File: config.mk
export PLATFORM = sky130hd
export DESIGN_NAME = cth_ui_top
export DESIGN_NICKNAME = d
export VERILOG_FILES = /design/src/shared/cth_pkg.sv /design/src/rtl/cth_chan_eval.sv /design/src/rtl/cth_ui_top.sv
export SDC_FILE = /design/constraint.sdc
export NUM_CORES = 1
export LEC_CHECK = 0
export BUFFER_PORTS_ARGS = -buffer_cell sky130_fd_sc_hd__buf_2
export CAP_MARGIN = 30
export CORE_MARGIN = 8
export CORE_UTILIZATION = 60
export CTS_BUF_LIST = sky130_fd_sc_hd__clkbuf_16
export CTS_CLUSTER_DIAMETER = 50
export DETAILED_ROUTE_END_ITERATION = 8
export PLACE_DENSITY = 0.82
export SYNTH_ARGS = -nofsm -noshare
export SYNTH_HDL_FRONTEND = slang
export SYNTH_HIERARCHICAL = 1
export SYNTH_SLANG_ARGS = --single-unit
File: constraint.sdc
create_clock -name core_clk -period 8.5 [get_ports core_clk]
set_clock_uncertainty 0.1 [all_clocks]
set_input_delay 0.85 -clock core_clk [delete_from_list [all_inputs] [get_ports core_clk]]
set_output_delay 0.85 -clock core_clk [all_outputs]
set_load 0.01 [all_outputs]
File: src/shared/cth_pkg.sv
// shared constants and carrier types for the touch and hall channel ui
package cth_pkg;
  // register offsets
  localparam logic [7:0] ADDR_FLAGS    = 8'h11;
  localparam logic [7:0] ADDR_SET_A0   = 8'h40;
  localparam logic [7:0] ADDR_SET_A1   = 8'h41;
  localparam logic [7:0] ADDR_SET_B    = 8'h42;
  localparam logic [7:0] ADDR_TUNE0    = 8'h43;
  localparam logic [7:0] ADDR_TUNE1    = 8'h44;
  localparam logic [7:0] ADDR_SET_D    = 8'h45;
  localparam logic [7:0] ADDR_NEAR0    = 8'h50;
  localparam logic [7:0] ADDR_CONTACT0 = 8'h51;
  localparam logic [7:0] ADDR_NEAR1    = 8'h52;
  localparam logic [7:0] ADDR_CONTACT1 = 8'h53;
  // flag and control bit positions
  localparam int FLG_NEAR0     = 0;
  localparam int FLG_NEAR1     = 1;
  localparam int FLG_CONTACT0  = 4;
  localparam int FLG_CONTACT1  = 5;
  localparam int SET_B_GO_BIT  = 0;
  localparam int SET_B_BUSY_BIT = 1;
  // tuning byte fields: target code high nibble, base code low nibble
  localparam int TGT_MSB       = 7;
  localparam int TGT_LSB       = 4;
  localparam int BASE_CRS_MSB  = 3;
  localparam int BASE_CRS_LSB  = 2;
  localparam int BASE_FIN_MSB  = 1;
  localparam int BASE_FIN_LSB  = 0;
  // threshold floor for writes, then reset values
  localparam logic [7:0] THR_MIN       = 8'h01;
  localparam logic [7:0] NEAR_THR_RST  = 8'h10;
  localparam logic [7:0] CONTACT_X_RST = 8'h20;
  localparam logic [7:0] SET_RST       = 8'h00;
  localparam logic [7:0] TUNING_RST    = 8'h88;
  // channel allocation
  localparam logic [2:0] CH_CAP_ZERO   = 3'h0;
  localparam logic [2:0] CH_CAP_ONE    = 3'h1;
  localparam logic [2:0] CH_HALL_FIRST = 3'h2;
  localparam logic [2:0] CH_PLATE_B_N  = 3'h5;
  // tuning and averaging
  localparam int         COMP_W          = 10;
  localparam logic [3:0] TUNE_MSB        = 4'h9;
  localparam logic [9:0] TUNE_COMP_START = 10'h200;
  localparam int         LTA_SHIFT       = 4;

  typedef struct packed {
    logic        vld;
    logic [2:0]  chan;
    logic [15:0] count;
  } cth_conv_s;

  typedef struct packed {
    logic [1:0]        coarse;
    logic [1:0]        fine;
    logic [COMP_W-1:0] comp;
  } cth_tune_s;

  typedef struct packed {
    logic               vld;
    logic signed [16:0] plate_a;
    logic signed [16:0] plate_b;
  } cth_hall_s;

  typedef struct packed {
    logic [7:0] set_a0;
    logic [7:0] set_a1;
    logic [7:0] set_b;
    logic [7:0] set_d;
  } cth_cfg_s;
endpackage

File: src/rtl/cth_chan_eval.sv
// one capacitive channel: long-term average, near/contact flags, auto-tuning
`timescale 1ns/1ps
module cth_chan_eval #(
  parameter logic [2:0] CHAN_ID = 3'h0
) (
  input  wire logic              core_clk,     // core clock
  input  wire logic              nrst,         // async reset, low
  input  wire cth_pkg::cth_conv_s conv,        // finished conversion
  input  wire logic [7:0]        near_thr,     // near threshold, counts
  input  wire logic [7:0]        contact_x,    // contact numerator
  input  wire logic [7:0]        tuning,       // target and base codes
  input  wire logic              tune_go,      // start tuning, pulse
  output      logic              near_flag,    // delta above near threshold
  output      logic              contact_flag, // delta above contact threshold
  output      cth_pkg::cth_tune_s tune_val,    // multipliers and compensation
  output      logic              tune_busy     // tuning in progress
);
  import cth_pkg::*;

  typedef struct packed {
    logic [15:0] long_term_average;
    logic        seeded;
    logic        near;
    logic        contact;
    logic        busy;
    logic [3:0]  bit_idx;
    cth_tune_s   tune;
  } cth_eval_s;

  cth_eval_s          st_ff;
  cth_eval_s          nxt_st;
  logic               hit;
  logic [15:0]        delta;
  logic [23:0]        prod;
  logic [15:0]        contact_thr;
  logic [15:0]        target;
  logic [16:0]        diff;
  logic signed [16:0] step;
  logic [16:0]        lta_sum;

  // delta, contact threshold and average step
  always_comb
  begin
    hit         = conv.vld && (conv.chan == CHAN_ID);
    delta       = (conv.count > st_ff.long_term_average) ? 16'(conv.count - st_ff.long_term_average) : 16'h0000;
    prod        = contact_x * st_ff.long_term_average;
    contact_thr = prod[23:8];
    target      = {4'h0, tuning[TGT_MSB:TGT_LSB], 8'h00};
    diff        = {1'b0, conv.count} - {1'b0, st_ff.long_term_average};
    step        = $signed(diff) >>> LTA_SHIFT;
    lta_sum     = {1'b0, st_ff.long_term_average} + step;
  end

  // next state: tuning start, tuning step, flag evaluation
  always_comb
  begin
    nxt_st = st_ff;
    if (tune_go)
    begin
      nxt_st.busy        = 1'b1;
      nxt_st.bit_idx     = TUNE_MSB;
      nxt_st.tune.comp   = TUNE_COMP_START;
      nxt_st.tune.coarse = tuning[BASE_CRS_MSB:BASE_CRS_LSB];
      nxt_st.tune.fine   = tuning[BASE_FIN_MSB:BASE_FIN_LSB];
      nxt_st.near        = 1'b0;
      nxt_st.contact     = 1'b0;
      nxt_st.seeded      = 1'b0;
    end
    else if (hit && st_ff.busy)
    begin
      // successive approximation, one compensation bit per conversion
      if (conv.count > target)
        nxt_st.tune.comp[st_ff.bit_idx] = 1'b0;
      if (st_ff.bit_idx == 4'h0)
        nxt_st.busy = 1'b0;
      else
      begin
        nxt_st.bit_idx = 4'(st_ff.bit_idx - 4'h1);
        nxt_st.tune.comp[4'(st_ff.bit_idx - 4'h1)] = 1'b1;
      end
    end
    else if (hit && !st_ff.seeded)
    begin
      nxt_st.long_term_average     = conv.count; // first sample seeds the average
      nxt_st.seeded  = 1'b1;
      nxt_st.near    = 1'b0;
      nxt_st.contact = 1'b0;
    end
    else if (hit)
    begin
      nxt_st.near    = delta > {8'h00, near_thr};
      nxt_st.contact = delta > contact_thr;
      nxt_st.long_term_average     = lta_sum[15:0];
    end
  end

  // state register
  always_ff @(posedge core_clk or negedge nrst)
  begin
    if (!nrst)
      st_ff <= '0;
    else
      st_ff <= nxt_st;
  end

  assign near_flag    = st_ff.near;
  assign contact_flag = st_ff.contact;
  assign tune_val     = st_ff.tune;
  assign tune_busy    = st_ff.busy;

  // near flag follows delta against threshold after each conversion once seeded and not tuning
  property p_near_eval;
    @(posedge core_clk) disable iff (!nrst)
    (hit && !tune_go && !st_ff.busy && st_ff.seeded)
      |=> (near_flag == ($past(delta) > {8'h00, $past(near_thr)}));
  endproperty
  a_near_eval: assert property (p_near_eval) else $error("near flag wrong");

  // contact flag follows delta against the scaled average
  property p_contact_eval;
    @(posedge core_clk) disable iff (!nrst)
    (hit && !tune_go && !st_ff.busy && st_ff.seeded)
      |=> (contact_flag == ($past(delta) > $past(contact_thr)));
  endproperty
  a_contact_eval: assert property (p_contact_eval) else $error("contact flag wrong");

  // tuning starts at mid-scale with base-derived multipliers
  property p_tune_start;
    @(posedge core_clk) disable iff (!nrst)
    tune_go |=> tune_busy && (tune_val.comp == TUNE_COMP_START)
      && (tune_val.coarse == $past(tuning[BASE_CRS_MSB:BASE_CRS_LSB]));
  endproperty
  a_tune_start: assert property (p_tune_start) else $error("tuning start wrong");

  // tuning ends only on the conversion that settles bit 0
  property p_tune_end;
    @(posedge core_clk) disable iff (!nrst)
    $fell(tune_busy) |-> $past(hit) && ($past(st_ff.bit_idx) == 4'h0);
  endproperty
  a_tune_end: assert property (p_tune_end) else $error("tuning ended early");
endmodule

File: src/rtl/cth_ui_top.sv
// register file, flag reporting and hall differencing for the sensor ui
`timescale 1ns/1ps
// Function
// - tuning sets multipliers, compensation from base, target
// - compensation value is ten bits wide
// - only channels zero and one sense capacitance
// - each capacitive channel has own settings
// - near threshold ranges one to 255
// - near flags bits 0,1 follow delta
// - contact threshold is x/256 times average
// - contact flags bits 4,5 follow delta
// - flags readable in one read-only register
// - channels two to five are hall only
// - channels 2,4 positive; 3,5 negative
// - channels 2,3 plate one; 4,5 plate two
// - hall differences feed the angle calculation
module cth_ui_top (
  input  wire logic               core_clk,   // core clock, 100 MHz
  input  wire logic               nrst,       // async reset, low
  input  wire cth_pkg::cth_conv_s conv_in,    // finished conversion, any channel
  input  wire logic [7:0]         reg_addr,   // register offset
  input  wire logic               reg_wr,     // write strobe
  input  wire logic               reg_rd,     // read strobe
  input  wire logic [7:0]         reg_wdata,  // write data
  output      logic [7:0]         reg_rdata,  // read data, registered
  output      logic               reg_rvld,   // read data valid, pulse
  output      cth_pkg::cth_cfg_s  sense_cfg,  // stored sensor settings
  output      cth_pkg::cth_tune_s tune_zero,  // tuning result channel zero
  output      cth_pkg::cth_tune_s tune_one,   // tuning result channel one
  output      cth_pkg::cth_hall_s hall_out    // plate differences for angle
);
  import cth_pkg::*;

  typedef struct packed {
    logic [1:0][7:0]  near_thr;
    logic [1:0][7:0]  contact_x;
    logic [1:0][7:0]  set_a;
    logic [1:0][7:0]  tuning;
    logic [7:0]       set_b;
    logic [7:0]       set_d;
    logic [3:0][15:0] hall_cnt;
    cth_hall_s        hall;
    logic [7:0]       rdata;
    logic             rvld;
    logic             tune_go;
  } cth_top_s;

  cth_top_s   st_ff;
  cth_top_s   nxt_st;
  logic [1:0] near_q;
  logic [1:0] contact_q;
  logic [1:0] busy_q;
  cth_tune_s  tune_q [0:1];
  logic [7:0] flags;
  logic [7:0] rd_mux;
  logic       hall_hit;
  logic [2:0] hall_idx;
  logic [7:0] wr_thr;

  // one evaluator per capacitive channel, each with its own settings
  generate
    for (genvar gi = 0; gi < 2; gi++)
    begin : g_cap
      cth_chan_eval #(
        .CHAN_ID (3'(gi))
      ) i_cth_chan_eval (
        .core_clk     (core_clk),
        .nrst         (nrst),
        .conv         (conv_in),
        .near_thr     (st_ff.near_thr[gi]),
        .contact_x    (st_ff.contact_x[gi]),
        .tuning       (st_ff.tuning[gi]),
        .tune_go      (st_ff.tune_go),
        .near_flag    (near_q[gi]),
        .contact_flag (contact_q[gi]),
        .tune_val     (tune_q[gi]),
        .tune_busy    (busy_q[gi])
      );
    end
  endgenerate

  // flags register image, unused bits tied low
  always_comb
  begin
    flags               = 8'h00;
    flags[FLG_NEAR0]    = near_q[0];
    flags[FLG_NEAR1]    = near_q[1];
    flags[FLG_CONTACT0] = contact_q[0];
    flags[FLG_CONTACT1] = contact_q[1];
  end

  // read multiplexer, unmapped offsets read zero
  always_comb
  begin
    rd_mux = 8'h00;
    case (reg_addr)
      ADDR_FLAGS:    rd_mux = flags;
      ADDR_SET_A0:   rd_mux = st_ff.set_a[0];
      ADDR_SET_A1:   rd_mux = st_ff.set_a[1];
      ADDR_SET_B:
      begin
        rd_mux                 = st_ff.set_b;
        rd_mux[SET_B_GO_BIT]   = 1'b0;
        rd_mux[SET_B_BUSY_BIT] = |busy_q;
      end
      ADDR_TUNE0:    rd_mux = st_ff.tuning[0];
      ADDR_TUNE1:    rd_mux = st_ff.tuning[1];
      ADDR_SET_D:    rd_mux = st_ff.set_d;
      ADDR_NEAR0:    rd_mux = st_ff.near_thr[0];
      ADDR_CONTACT0: rd_mux = st_ff.contact_x[0];
      ADDR_NEAR1:    rd_mux = st_ff.near_thr[1];
      ADDR_CONTACT1: rd_mux = st_ff.contact_x[1];
      default:       rd_mux = 8'h00;
    endcase
  end

  // next state: register writes, read capture, hall differencing
  always_comb
  begin
    nxt_st         = st_ff;
    nxt_st.rvld    = reg_rd;
    nxt_st.tune_go = 1'b0;
    nxt_st.hall.vld = 1'b0;
    wr_thr   = (reg_wdata == 8'h00) ? THR_MIN : reg_wdata;
    hall_idx = 3'(conv_in.chan - CH_HALL_FIRST);
    hall_hit = conv_in.vld && (conv_in.chan >= CH_HALL_FIRST)
               && (conv_in.chan <= CH_PLATE_B_N);
    if (reg_rd)
      nxt_st.rdata = rd_mux;
    if (reg_wr)
    begin
      case (reg_addr)
        ADDR_SET_A0:   nxt_st.set_a[0] = reg_wdata;
        ADDR_SET_A1:   nxt_st.set_a[1] = reg_wdata;
        ADDR_SET_B:
        begin
          nxt_st.set_b                 = reg_wdata;
          nxt_st.set_b[SET_B_GO_BIT]   = 1'b0;
          nxt_st.set_b[SET_B_BUSY_BIT] = 1'b0;
          nxt_st.tune_go               = reg_wdata[SET_B_GO_BIT];
        end
        ADDR_TUNE0:    nxt_st.tuning[0]    = reg_wdata;
        ADDR_TUNE1:    nxt_st.tuning[1]    = reg_wdata;
        ADDR_SET_D:    nxt_st.set_d        = reg_wdata;
        ADDR_NEAR0:    nxt_st.near_thr[0]  = wr_thr;
        ADDR_CONTACT0: nxt_st.contact_x[0] = wr_thr;
        ADDR_NEAR1:    nxt_st.near_thr[1]  = wr_thr;
        ADDR_CONTACT1: nxt_st.contact_x[1] = wr_thr;
        default:       nxt_st.rdata        = nxt_st.rdata; // read-only or unmapped
      endcase
    end
    if (hall_hit)
    begin
      nxt_st.hall_cnt[hall_idx[1:0]] = conv_in.count;
      if (conv_in.chan == CH_PLATE_B_N)
      begin
        // plate one: ch2 minus ch3; plate two: ch4 minus ch5
        nxt_st.hall.plate_a = $signed({1'b0, st_ff.hall_cnt[0]})
                              - $signed({1'b0, st_ff.hall_cnt[1]});
        nxt_st.hall.plate_b = $signed({1'b0, st_ff.hall_cnt[2]})
                              - $signed({1'b0, conv_in.count});
        nxt_st.hall.vld     = 1'b1;
      end
    end
  end

  // state register with settings reset values
  always_ff @(posedge core_clk or negedge nrst)
  begin
    if (!nrst)
    begin
      st_ff           <= '0;
      st_ff.near_thr  <= {NEAR_THR_RST, NEAR_THR_RST};
      st_ff.contact_x <= {CONTACT_X_RST, CONTACT_X_RST};
      st_ff.set_a     <= {SET_RST, SET_RST};
      st_ff.tuning    <= {TUNING_RST, TUNING_RST};
      st_ff.set_b     <= SET_RST;
      st_ff.set_d     <= SET_RST;
    end
    else
      st_ff <= nxt_st;
  end

  // outputs straight from flip-flops
  assign reg_rdata        = st_ff.rdata;
  assign reg_rvld         = st_ff.rvld;
  assign sense_cfg.set_a0 = st_ff.set_a[0];
  assign sense_cfg.set_a1 = st_ff.set_a[1];
  assign sense_cfg.set_b  = st_ff.set_b;
  assign sense_cfg.set_d  = st_ff.set_d;
  assign tune_zero        = tune_q[0];
  assign tune_one         = tune_q[1];
  assign hall_out         = st_ff.hall;

  // a zero threshold write lands as one
  property p_near_clamp;
    @(posedge core_clk) disable iff (!nrst)
    (reg_wr && (reg_addr == ADDR_NEAR0) && (reg_wdata == 8'h00))
      |=> (st_ff.near_thr[0] == THR_MIN);
  endproperty
  a_near_clamp: assert property (p_near_clamp) else $error("near threshold not clamped");

  // flags read shows live flags with idle bits zero
  property p_flags_read;
    @(posedge core_clk) disable iff (!nrst)
    (reg_rd && (reg_addr == ADDR_FLAGS))
      |=> reg_rvld && (reg_rdata[7:6] == 2'b00) && (reg_rdata[3:2] == 2'b00)
          && (reg_rdata[FLG_CONTACT1] == $past(contact_q[1]))
          && (reg_rdata[FLG_NEAR0] == $past(near_q[0]));
  endproperty
  a_flags_read: assert property (p_flags_read) else $error("flags read wrong");

  // writing the flags offset changes nothing stored
  property p_flags_ro;
    @(posedge core_clk) disable iff (!nrst)
    (reg_wr && (reg_addr == ADDR_FLAGS)) |=> $stable(st_ff.near_thr) && $stable(st_ff.set_b);
  endproperty
  a_flags_ro: assert property (p_flags_ro) else $error("flags offset took a write");

  // settings of one channel untouched by writes to the other
  property p_chan_apart;
    @(posedge core_clk) disable iff (!nrst)
    (reg_wr && (reg_addr == ADDR_CONTACT0))
      |=> $stable(st_ff.contact_x[1]) && (st_ff.contact_x[0] != 8'h00);
  endproperty
  a_chan_apart: assert property (p_chan_apart) else $error("channel settings crossed");

  // hall conversions never move capacitive flags
  property p_hall_only;
    @(posedge core_clk) disable iff (!nrst)
    (conv_in.vld && (conv_in.chan >= CH_HALL_FIRST) && !st_ff.tune_go)
      |=> $stable(near_q) && $stable(contact_q);
  endproperty
  a_hall_only: assert property (p_hall_only) else $error("hall sample hit a cap flag");

  // last hall channel yields both plate differences one cycle later
  property p_hall_diff;
    @(posedge core_clk) disable iff (!nrst)
    (conv_in.vld && (conv_in.chan == CH_PLATE_B_N))
      |=> hall_out.vld
          && (hall_out.plate_b == ($signed({1'b0, $past(st_ff.hall_cnt[2])})
                                   - $signed({1'b0, $past(conv_in.count)})))
          ##1 !hall_out.vld || $past(conv_in.vld);
  endproperty
  a_hall_diff: assert property (p_hall_diff) else $error("hall difference wrong");

  // unmapped reads below the settings block answer zero
  property p_unmapped;
    @(posedge core_clk) disable iff (!nrst)
    (reg_rd && ((reg_addr < ADDR_FLAGS)
                || ((reg_addr > ADDR_FLAGS) && (reg_addr < ADDR_SET_A0))))
      |=> reg_rvld && (reg_rdata == 8'h00);
  endproperty
  a_unmapped: assert property (p_unmapped) else $error("unmapped read not zero");
endmodule

* Word-level counts from Yosys, hierarchy flattened *
Cells that the tools add are included.

operators by class
  add/sub/neg operators = 11
  $mul = 2
  order comparisons = 20
  equal/unequal tests = 17
  muxes and demuxes = 51
  bitwise gates (word level) = 9
  reduce and logical (&&, ||, !) cells = 51

operator list
  kind                                                                                 number
  10-bit two-way mux                                                                   12
  16-bit two-way mux                                                                   7
  8-bit one-hot mux with 11 select lines                                               1
  8-bit by 7-bit equality test with 1-bit output, second input constant                10
  35-bit two-way mux                                                                   2
  16-bit by 16-bit subtractor with 17-bit output                                       4
  64-bit bitwise mux                                                                   1
  16-bit greater-than comparator                                                       4
  8-bit by 16-bit multiplier with 24-bit output                                        2
  2-bit AND reduction                                                                  19
  16-bit adder                                                                         2
  16-bit demux with 2-bit select                                                       1
  16-bit by 12-bit greater-than comparator with 1-bit output                           2
  16-bit by 8-bit greater-than comparator with 1-bit output                            2
  16-bit subtractor                                                                    2
  8-bit two-way mux                                                                    3
  10-bit bitwise AND                                                                   2
  4-bit by 5-bit < comparator with 1-bit output, second input constant                 4
  10-bit NOT                                                                           2
  10-bit bitwise OR                                                                    2
  1-bit demux with 4-bit select                                                        4
  4-bit by 1-bit greater-or-equal comparator with 1-bit output, second input constant  4
  2-bit nonzero test                                                                   8
  1-bit logical AND                                                                    13
  other kinds (23)                                                                     48

storage, ports and cells
  bits in registers = 263
  bits of input ports = 40
  output and inout port bits = 104
  logic and storage cells = 199

* Logic depth before layout (Yosys ltp) *
  depth in word-level cells = 13
  gate-level depth with buffers = 27

* Hierarchy *
The synthesis kept the hierarchy.

by module, submodules not included
  module                                     instances  cells an instance  area an instance (sq um)  sequential area each (sq um)
  cth_ui_top                                 1          853                9,140.0                   4,289.1
  cth_chan_eval at g_cap[0].i_cth_chan_eval  1          930                7,991.4                   950.9
  cth_chan_eval at g_cap[1].i_cth_chan_eval  1          928                7,965.1                   950.9

* Least setup slack after synthesis *
Ideal clock, no wire load.

  path type = register to register
  from = register st_ff[170] (netlist name)
  to = register g_cap[1].i_cth_chan_eval.st_ff, in the netlist g_cap[1].i_cth_chan_eval/contact_flag
  arrival time = 5.873 ns
  required time = 8.301 ns
  slack = 2.427 ns
  cell stages (with the launch flop) = 23
  period minus slack after synthesis = 6.073 ns
  cells stage by stage = dfstp_2 -> clkbuf_1 -> nand2_1 -> fa_1 -> fa_1 -> inv_1 -> fa_1 -> inv_1 -> fa_1 -> inv_1 -> ha_1 -> a2111oi_4 -> o21ai_2 -> a41oi_4 -> a211oi_2 -> o311a_1 -> o41a_1 -> a21oi_2 -> xnor2_1 -> ha_1 -> nand4_1 -> a211o_1 -> a311oi_1

between the ends
  cells in the longest elaborated chain, start to end = 6

RTL lines
  element                                        line                  source
  8-bit by 16-bit multiplier with 24-bit output  cth_chan_eval.sv:46   prod = contact_x * st_ff.long_term_average;
  16-bit greater-than comparator                 cth_chan_eval.sv:92   nxt_st.contact = delta > contact_thr;
  2-bit two-way mux                              cth_chan_eval.sv:89   else if (hit)
  2-bit two-way mux                              cth_chan_eval.sv:82   else if (hit && !st_ff.seeded)
  3-bit two-way mux                              cth_chan_eval.sv:69   else if (hit && st_ff.busy)
  8-bit two-way mux                              cth_chan_eval.sv:58   if (tune_go)
  end signal: assignment                         cth_chan_eval.sv:103  st_ff <= nxt_st;
  end: declaration                               cth_chan_eval.sv:30   cth_eval_s st_ff;

Every way passes these cells. The select of a mux whose other input is x is not followed.
A chain may end at the register's enable or synchronous reset.

* Worst setup path after layout *
  from = register st_ff[172] (netlist name)
  to = register g_cap[1].i_cth_chan_eval.st_ff, in the netlist g_cap[1].i_cth_chan_eval/contact_flag

between the ends
  cells in the longest elaborated chain, start to end = 6

RTL lines
  element                                        line
  8-bit by 16-bit multiplier with 24-bit output  cth_chan_eval.sv:46
  16-bit greater-than comparator                 cth_chan_eval.sv:92
  2-bit two-way mux                              cth_chan_eval.sv:89
  2-bit two-way mux                              cth_chan_eval.sv:82
  3-bit two-way mux                              cth_chan_eval.sv:69
  8-bit two-way mux                              cth_chan_eval.sv:58

Every way passes these cells. The select of a mux whose other input is x is not followed.

==> impl_metrics.env <==
export IMPL_ys_seq_area_share_pct=24.67
export IMPL_rsz0062_at_grt="false"
export IMPL_cts_root_buffer_cell="clkbuf_16"
export IMPL_clk_latency_ns=0.54
export IMPL_postCtsSetupRepairBufs=0
export IMPL_start_kind="register"
export IMPL_outcome="completed"
export IMPL_grt_overflow_total=0
export IMPL_start_util_pct=60.23
export IMPL_ys_warnings_count=6
export IMPL_htree_levels=2
export IMPL_die_y_microns=220.5
export IMPL_drv_cap=0
export IMPL_crit_chain="nand2_1 > fa_1 > fa_1 > inv_1 > fa_1 > inv_1 > fa_1 > inv_1 > ha_1 > a2111oi_4 > o21ai_2 > a41oi_4 > a211oi_2 > o311a_1 > o41a_1 > a21oi_2 > xnor2_1 > ha_1 > nand4_1 > nor2_1 > a21oi_1 > mux2i_1 > a311oi_1"
export IMPL_cts_buffers=35
export IMPL_cpMostUsedCell="fa_1"
export IMPL_grt_max_degree=135
export IMPL_core_area_sq_um=41670
export IMPL_cp_slowest_cell="dfrtp_1"
export IMPL_wl_met1_microns=26600
export IMPL_crit_buf_inv=3
export IMPL_wl_microns=64680
export IMPL_ant_nets=0
export IMPL_cp_max_fo=18
export IMPL_cts_hold_buf=0
export IMPL_pin_count=144
export IMPL_drcViolationCount=0
export IMPL_cts_tree="built"
export IMPL_peakVddDrop_v=0.0001652
export IMPL_fin_nets=3174
export IMPL_synth_avg_cell_area_sq_um=9.257
export IMPL_synthFlopType="dfrtp_1"
export IMPL_drive_gt1_share_pct=13.88
export IMPL_hp_class="primary input to asynchronous set/reset pin"
export IMPL_wire_per_inst_microns=19.70
export IMPL_grt_first_pass_wirelength_microns=105000
export IMPL_grt_pass1_vias=20270
export IMPL_wl_met2_microns=30830
export IMPL_setup_viol=0
export IMPL_fin_util_pct=63.97
export IMPL_clock_fmax_ghz=0.1526
export IMPL_cts_repair_resized=0
export IMPL_finalHoldViolCount=0
export IMPL_vias=19900
export IMPL_drt_first_pass_iters=5
export IMPL_cpLargestDelayFamily="adder cells"
export IMPL_synth_edff_count=0
export IMPL_synth_cell_types=94
export IMPL_multi_input_area_sq_um=16620
export IMPL_endpoint_kind="register"
export IMPL_slew_viol_final=0
export IMPL_worstSetupPathType="register to register"
export IMPL_n_antenna_cell=0
export IMPL_path_clk_slew_ns=0.06
export IMPL_cp_arrival_ns=6.88
export IMPL_cts_buffer_depth=3
export IMPL_worst_pin_slew_ns=0.9992
export IMPL_rows=75
export IMPL_powerDensity_nw_per_um2=289.8
export IMPL_synth_seq_cells=247
export IMPL_top_layer_used="met5"
export IMPL_fp_dieW_microns=220.5
export IMPL_fin_tns_setup_ns=0
export IMPL_place_gp_congestion=0.9605
export IMPL_viasPerCell=6.061
export IMPL_power_leakage_nw=13.37
export IMPL_required_ns=8.82
export IMPL_drt_iter0_drc=1393
export IMPL_synth_async_reset_ratio_pct=100.0
export IMPL_routed_wl_met3_microns=4612
export IMPL_hpwl_microns=49740
export IMPL_synth_area_sq_um=25100
export IMPL_slew_headroom_pct=33.25
export IMPL_dieArea_sq_um=48630
export IMPL_grt_usage_pct=26.92
export IMPL_portBuffers=141
export IMPL_area_growth_pct=6.197
export IMPL_antenna_found_initial=1
export IMPL_max_stage_delay_ns=0.67
export IMPL_cts_num_sinks=247
export IMPL_syn_instance_count=2711
export IMPL_regArea_sq_um=6191
export IMPL_timing_final_crit_share_pct=77.12
export IMPL_fillers=3355
export IMPL_fin_crit_ns=6.555
-- cell type report --
cell class,count,area share [%]
Clock inverter,26,0.9342
Inverter,317,4.465
Clock buffer,36,3.380
Multi-Input combinational cell,1965,62.36
Sequential cell,247,23.23
Timing Repair Buffer,154,3.103
Tap cell,539,2.530
-- metrics by stage --
stage | hold slack (ns) | power [mW] | instances | area (sq um) | setup slack, ns
2_1_floorplan | 0.3494 | 5.125 | 2712 | 25100 | 2.427
3_3_place_gp | 0.3579 | 5.969 | 3218 | 25470 | 2.236
3_5_place_dp | 0.3650 | 6.173 | 3222 | 25500 | 1.989
4_1_cts | 0.3334 | 7.672 | 3284 | 26650 | 1.972
5_1_grt | 0.3700 | 8.325 | 3284 | 26650 | 1.519
6_report | 0.2766 | 7.724 | 3284 | 26650 | 1.945
-- cells in the final DEF, fill, tap and decap left out, types with 10 or more instances in the layout --
cell	count
o21bai_1	12
nor4_1	12
o21ai_0	121
o21a_1	31
nor2b_1	45
a31oi_1	17
a21o_1	45
nand3_1	45
nor2_1	115
o221ai_1	17
inv_1	318
a211oi_1	22
dfrtp_1	239
mux2i_1	29
ha_1	242
buf_4	10
xnor2_1	50
a21oi_1	120
nor3_1	30
nand2_1	204
nand2b_1	21
buf_2	141
fa_1	172
o22ai_1	16
and3_1	19
or2_2	13
and2_1	209
or3_1	11
mux2_2	116
nand4_1	21
clkbuf_16	36
xor2_1	52
-- synthesized netlist by cell type, types with 29 or more instances --
cell	n	area share, %
nor2_1	115	1.7
o21ai_0	121	2.4
o21a_1	31	0.93
nor2b_1	45	1.1
xor2_1	52	1.8
inv_1	317	4.7
a21o_1	45	1.3
mux2i_1	29	1.2
xnor2_1	50	1.7
ha_1	242	12
buf_4	104	3.1
nand2_1	205	3.1
and2_1	209	5.2
a21oi_1	120	2.4
mux2_2	116	5.2
nor3_1	30	0.60
fa_1	172	14
clkbuf_1	65	0.97
dfrtp_1	239	24
nand3_1	45	0.90
-- metal layers --
| layer | track usage [%] | up-vias |
|---|---|---|
| met1 | 34.11 | 9883 |
| met5 | 0 | - |
| met2 | 44.97 | 721 |
| met4 | 11.29 | 2 |
| li1 | - | 9139 |
| met3 | 5.057 | 158 |
-- worst register-to-register path: cells and delay by family (launching register included) --
family | cells | cell delay, ns
multiplexers | 1 | 0.09
buffers and inverters | 3 | 0.17
XOR/XNOR | 1 | 0.14
flip-flops | 1 | 0.67
adder cells (fa/ha/maj) | 6 | 2.64
AND/OR/NAND/NOR | 3 | 0.38
AO/OA/AOI/OAI | 9 | 2.26
-- state kept, by name, summed over array words and instances, names as in the netlist --
signal                              cells
g_cap.i_cth_chan_eval/contact_flag      2
reg_rvld                                1
g_cap.i_cth_chan_eval/near_flag         2
g_cap.i_cth_chan_eval/tune_busy         2
g_cap.i_cth_chan_eval/st_ff            42
reg_rdata                               8
g_cap.i_cth_chan_eval/tune_val         28
sense_cfg                              30
st_ff                                  97
hall_out                               35
-- where the power goes --
part           total, mW  internal [mW]  switching, mW
sequential          1.75           1.39          0.357
clock               1.45          0.874          0.581
combinational       4.52           1.93           2.59
total               7.72           4.20           3.53
-- cell families (layout without fill, tap and decap cells) --
family	Yosys count	in the layout	synth area share, %
XOR/XNOR	104	104	3.689
AND/OR/NAND/NOR	786	786	16.37
flip-flops	247	247	24.67
AO/OA/AOI/OAI	511	511	13.62
other	1	2	0.01494
buffers and inverters	500	533	9.218
adder cells (fa/ha/maj)	414	414	25.79
multiplexers	148	148	6.631
-- path summary, 6_finish.rpt --
| check | from | end | slack, ns | cells past startpoint |
|---|---|---|---|---|
| max in group asynchronous | nrst | st_ff[160]$_DFFE_PN0P_ | 6.73 | 2 |
| min in group core_clk | hall_out[22]$_DFFE_PN0P_ | hall_out[22]$_DFFE_PN0P_ | 0.37 | 2 |
| worst min-delay path | nrst | hall_out[34]$_DFF_PN0_ | 0.28 | 1 |
| worst max-delay path | st_ff[172]$_DFFE_PN0P_ | g_cap[1].i_cth_chan_eval/contact_flag$_DFFE_PN0P_ | 1.94 | 23 |
| worst min register to register | hall_out[22]$_DFFE_PN0P_ | hall_out[22]$_DFFE_PN0P_ | 0.37 | 2 |
| worst max register to register | st_ff[172]$_DFFE_PN0P_ | g_cap[1].i_cth_chan_eval/contact_flag$_DFFE_PN0P_ | 1.94 | 23 |
Note: power is estimated with default switching activity, not from simulation.
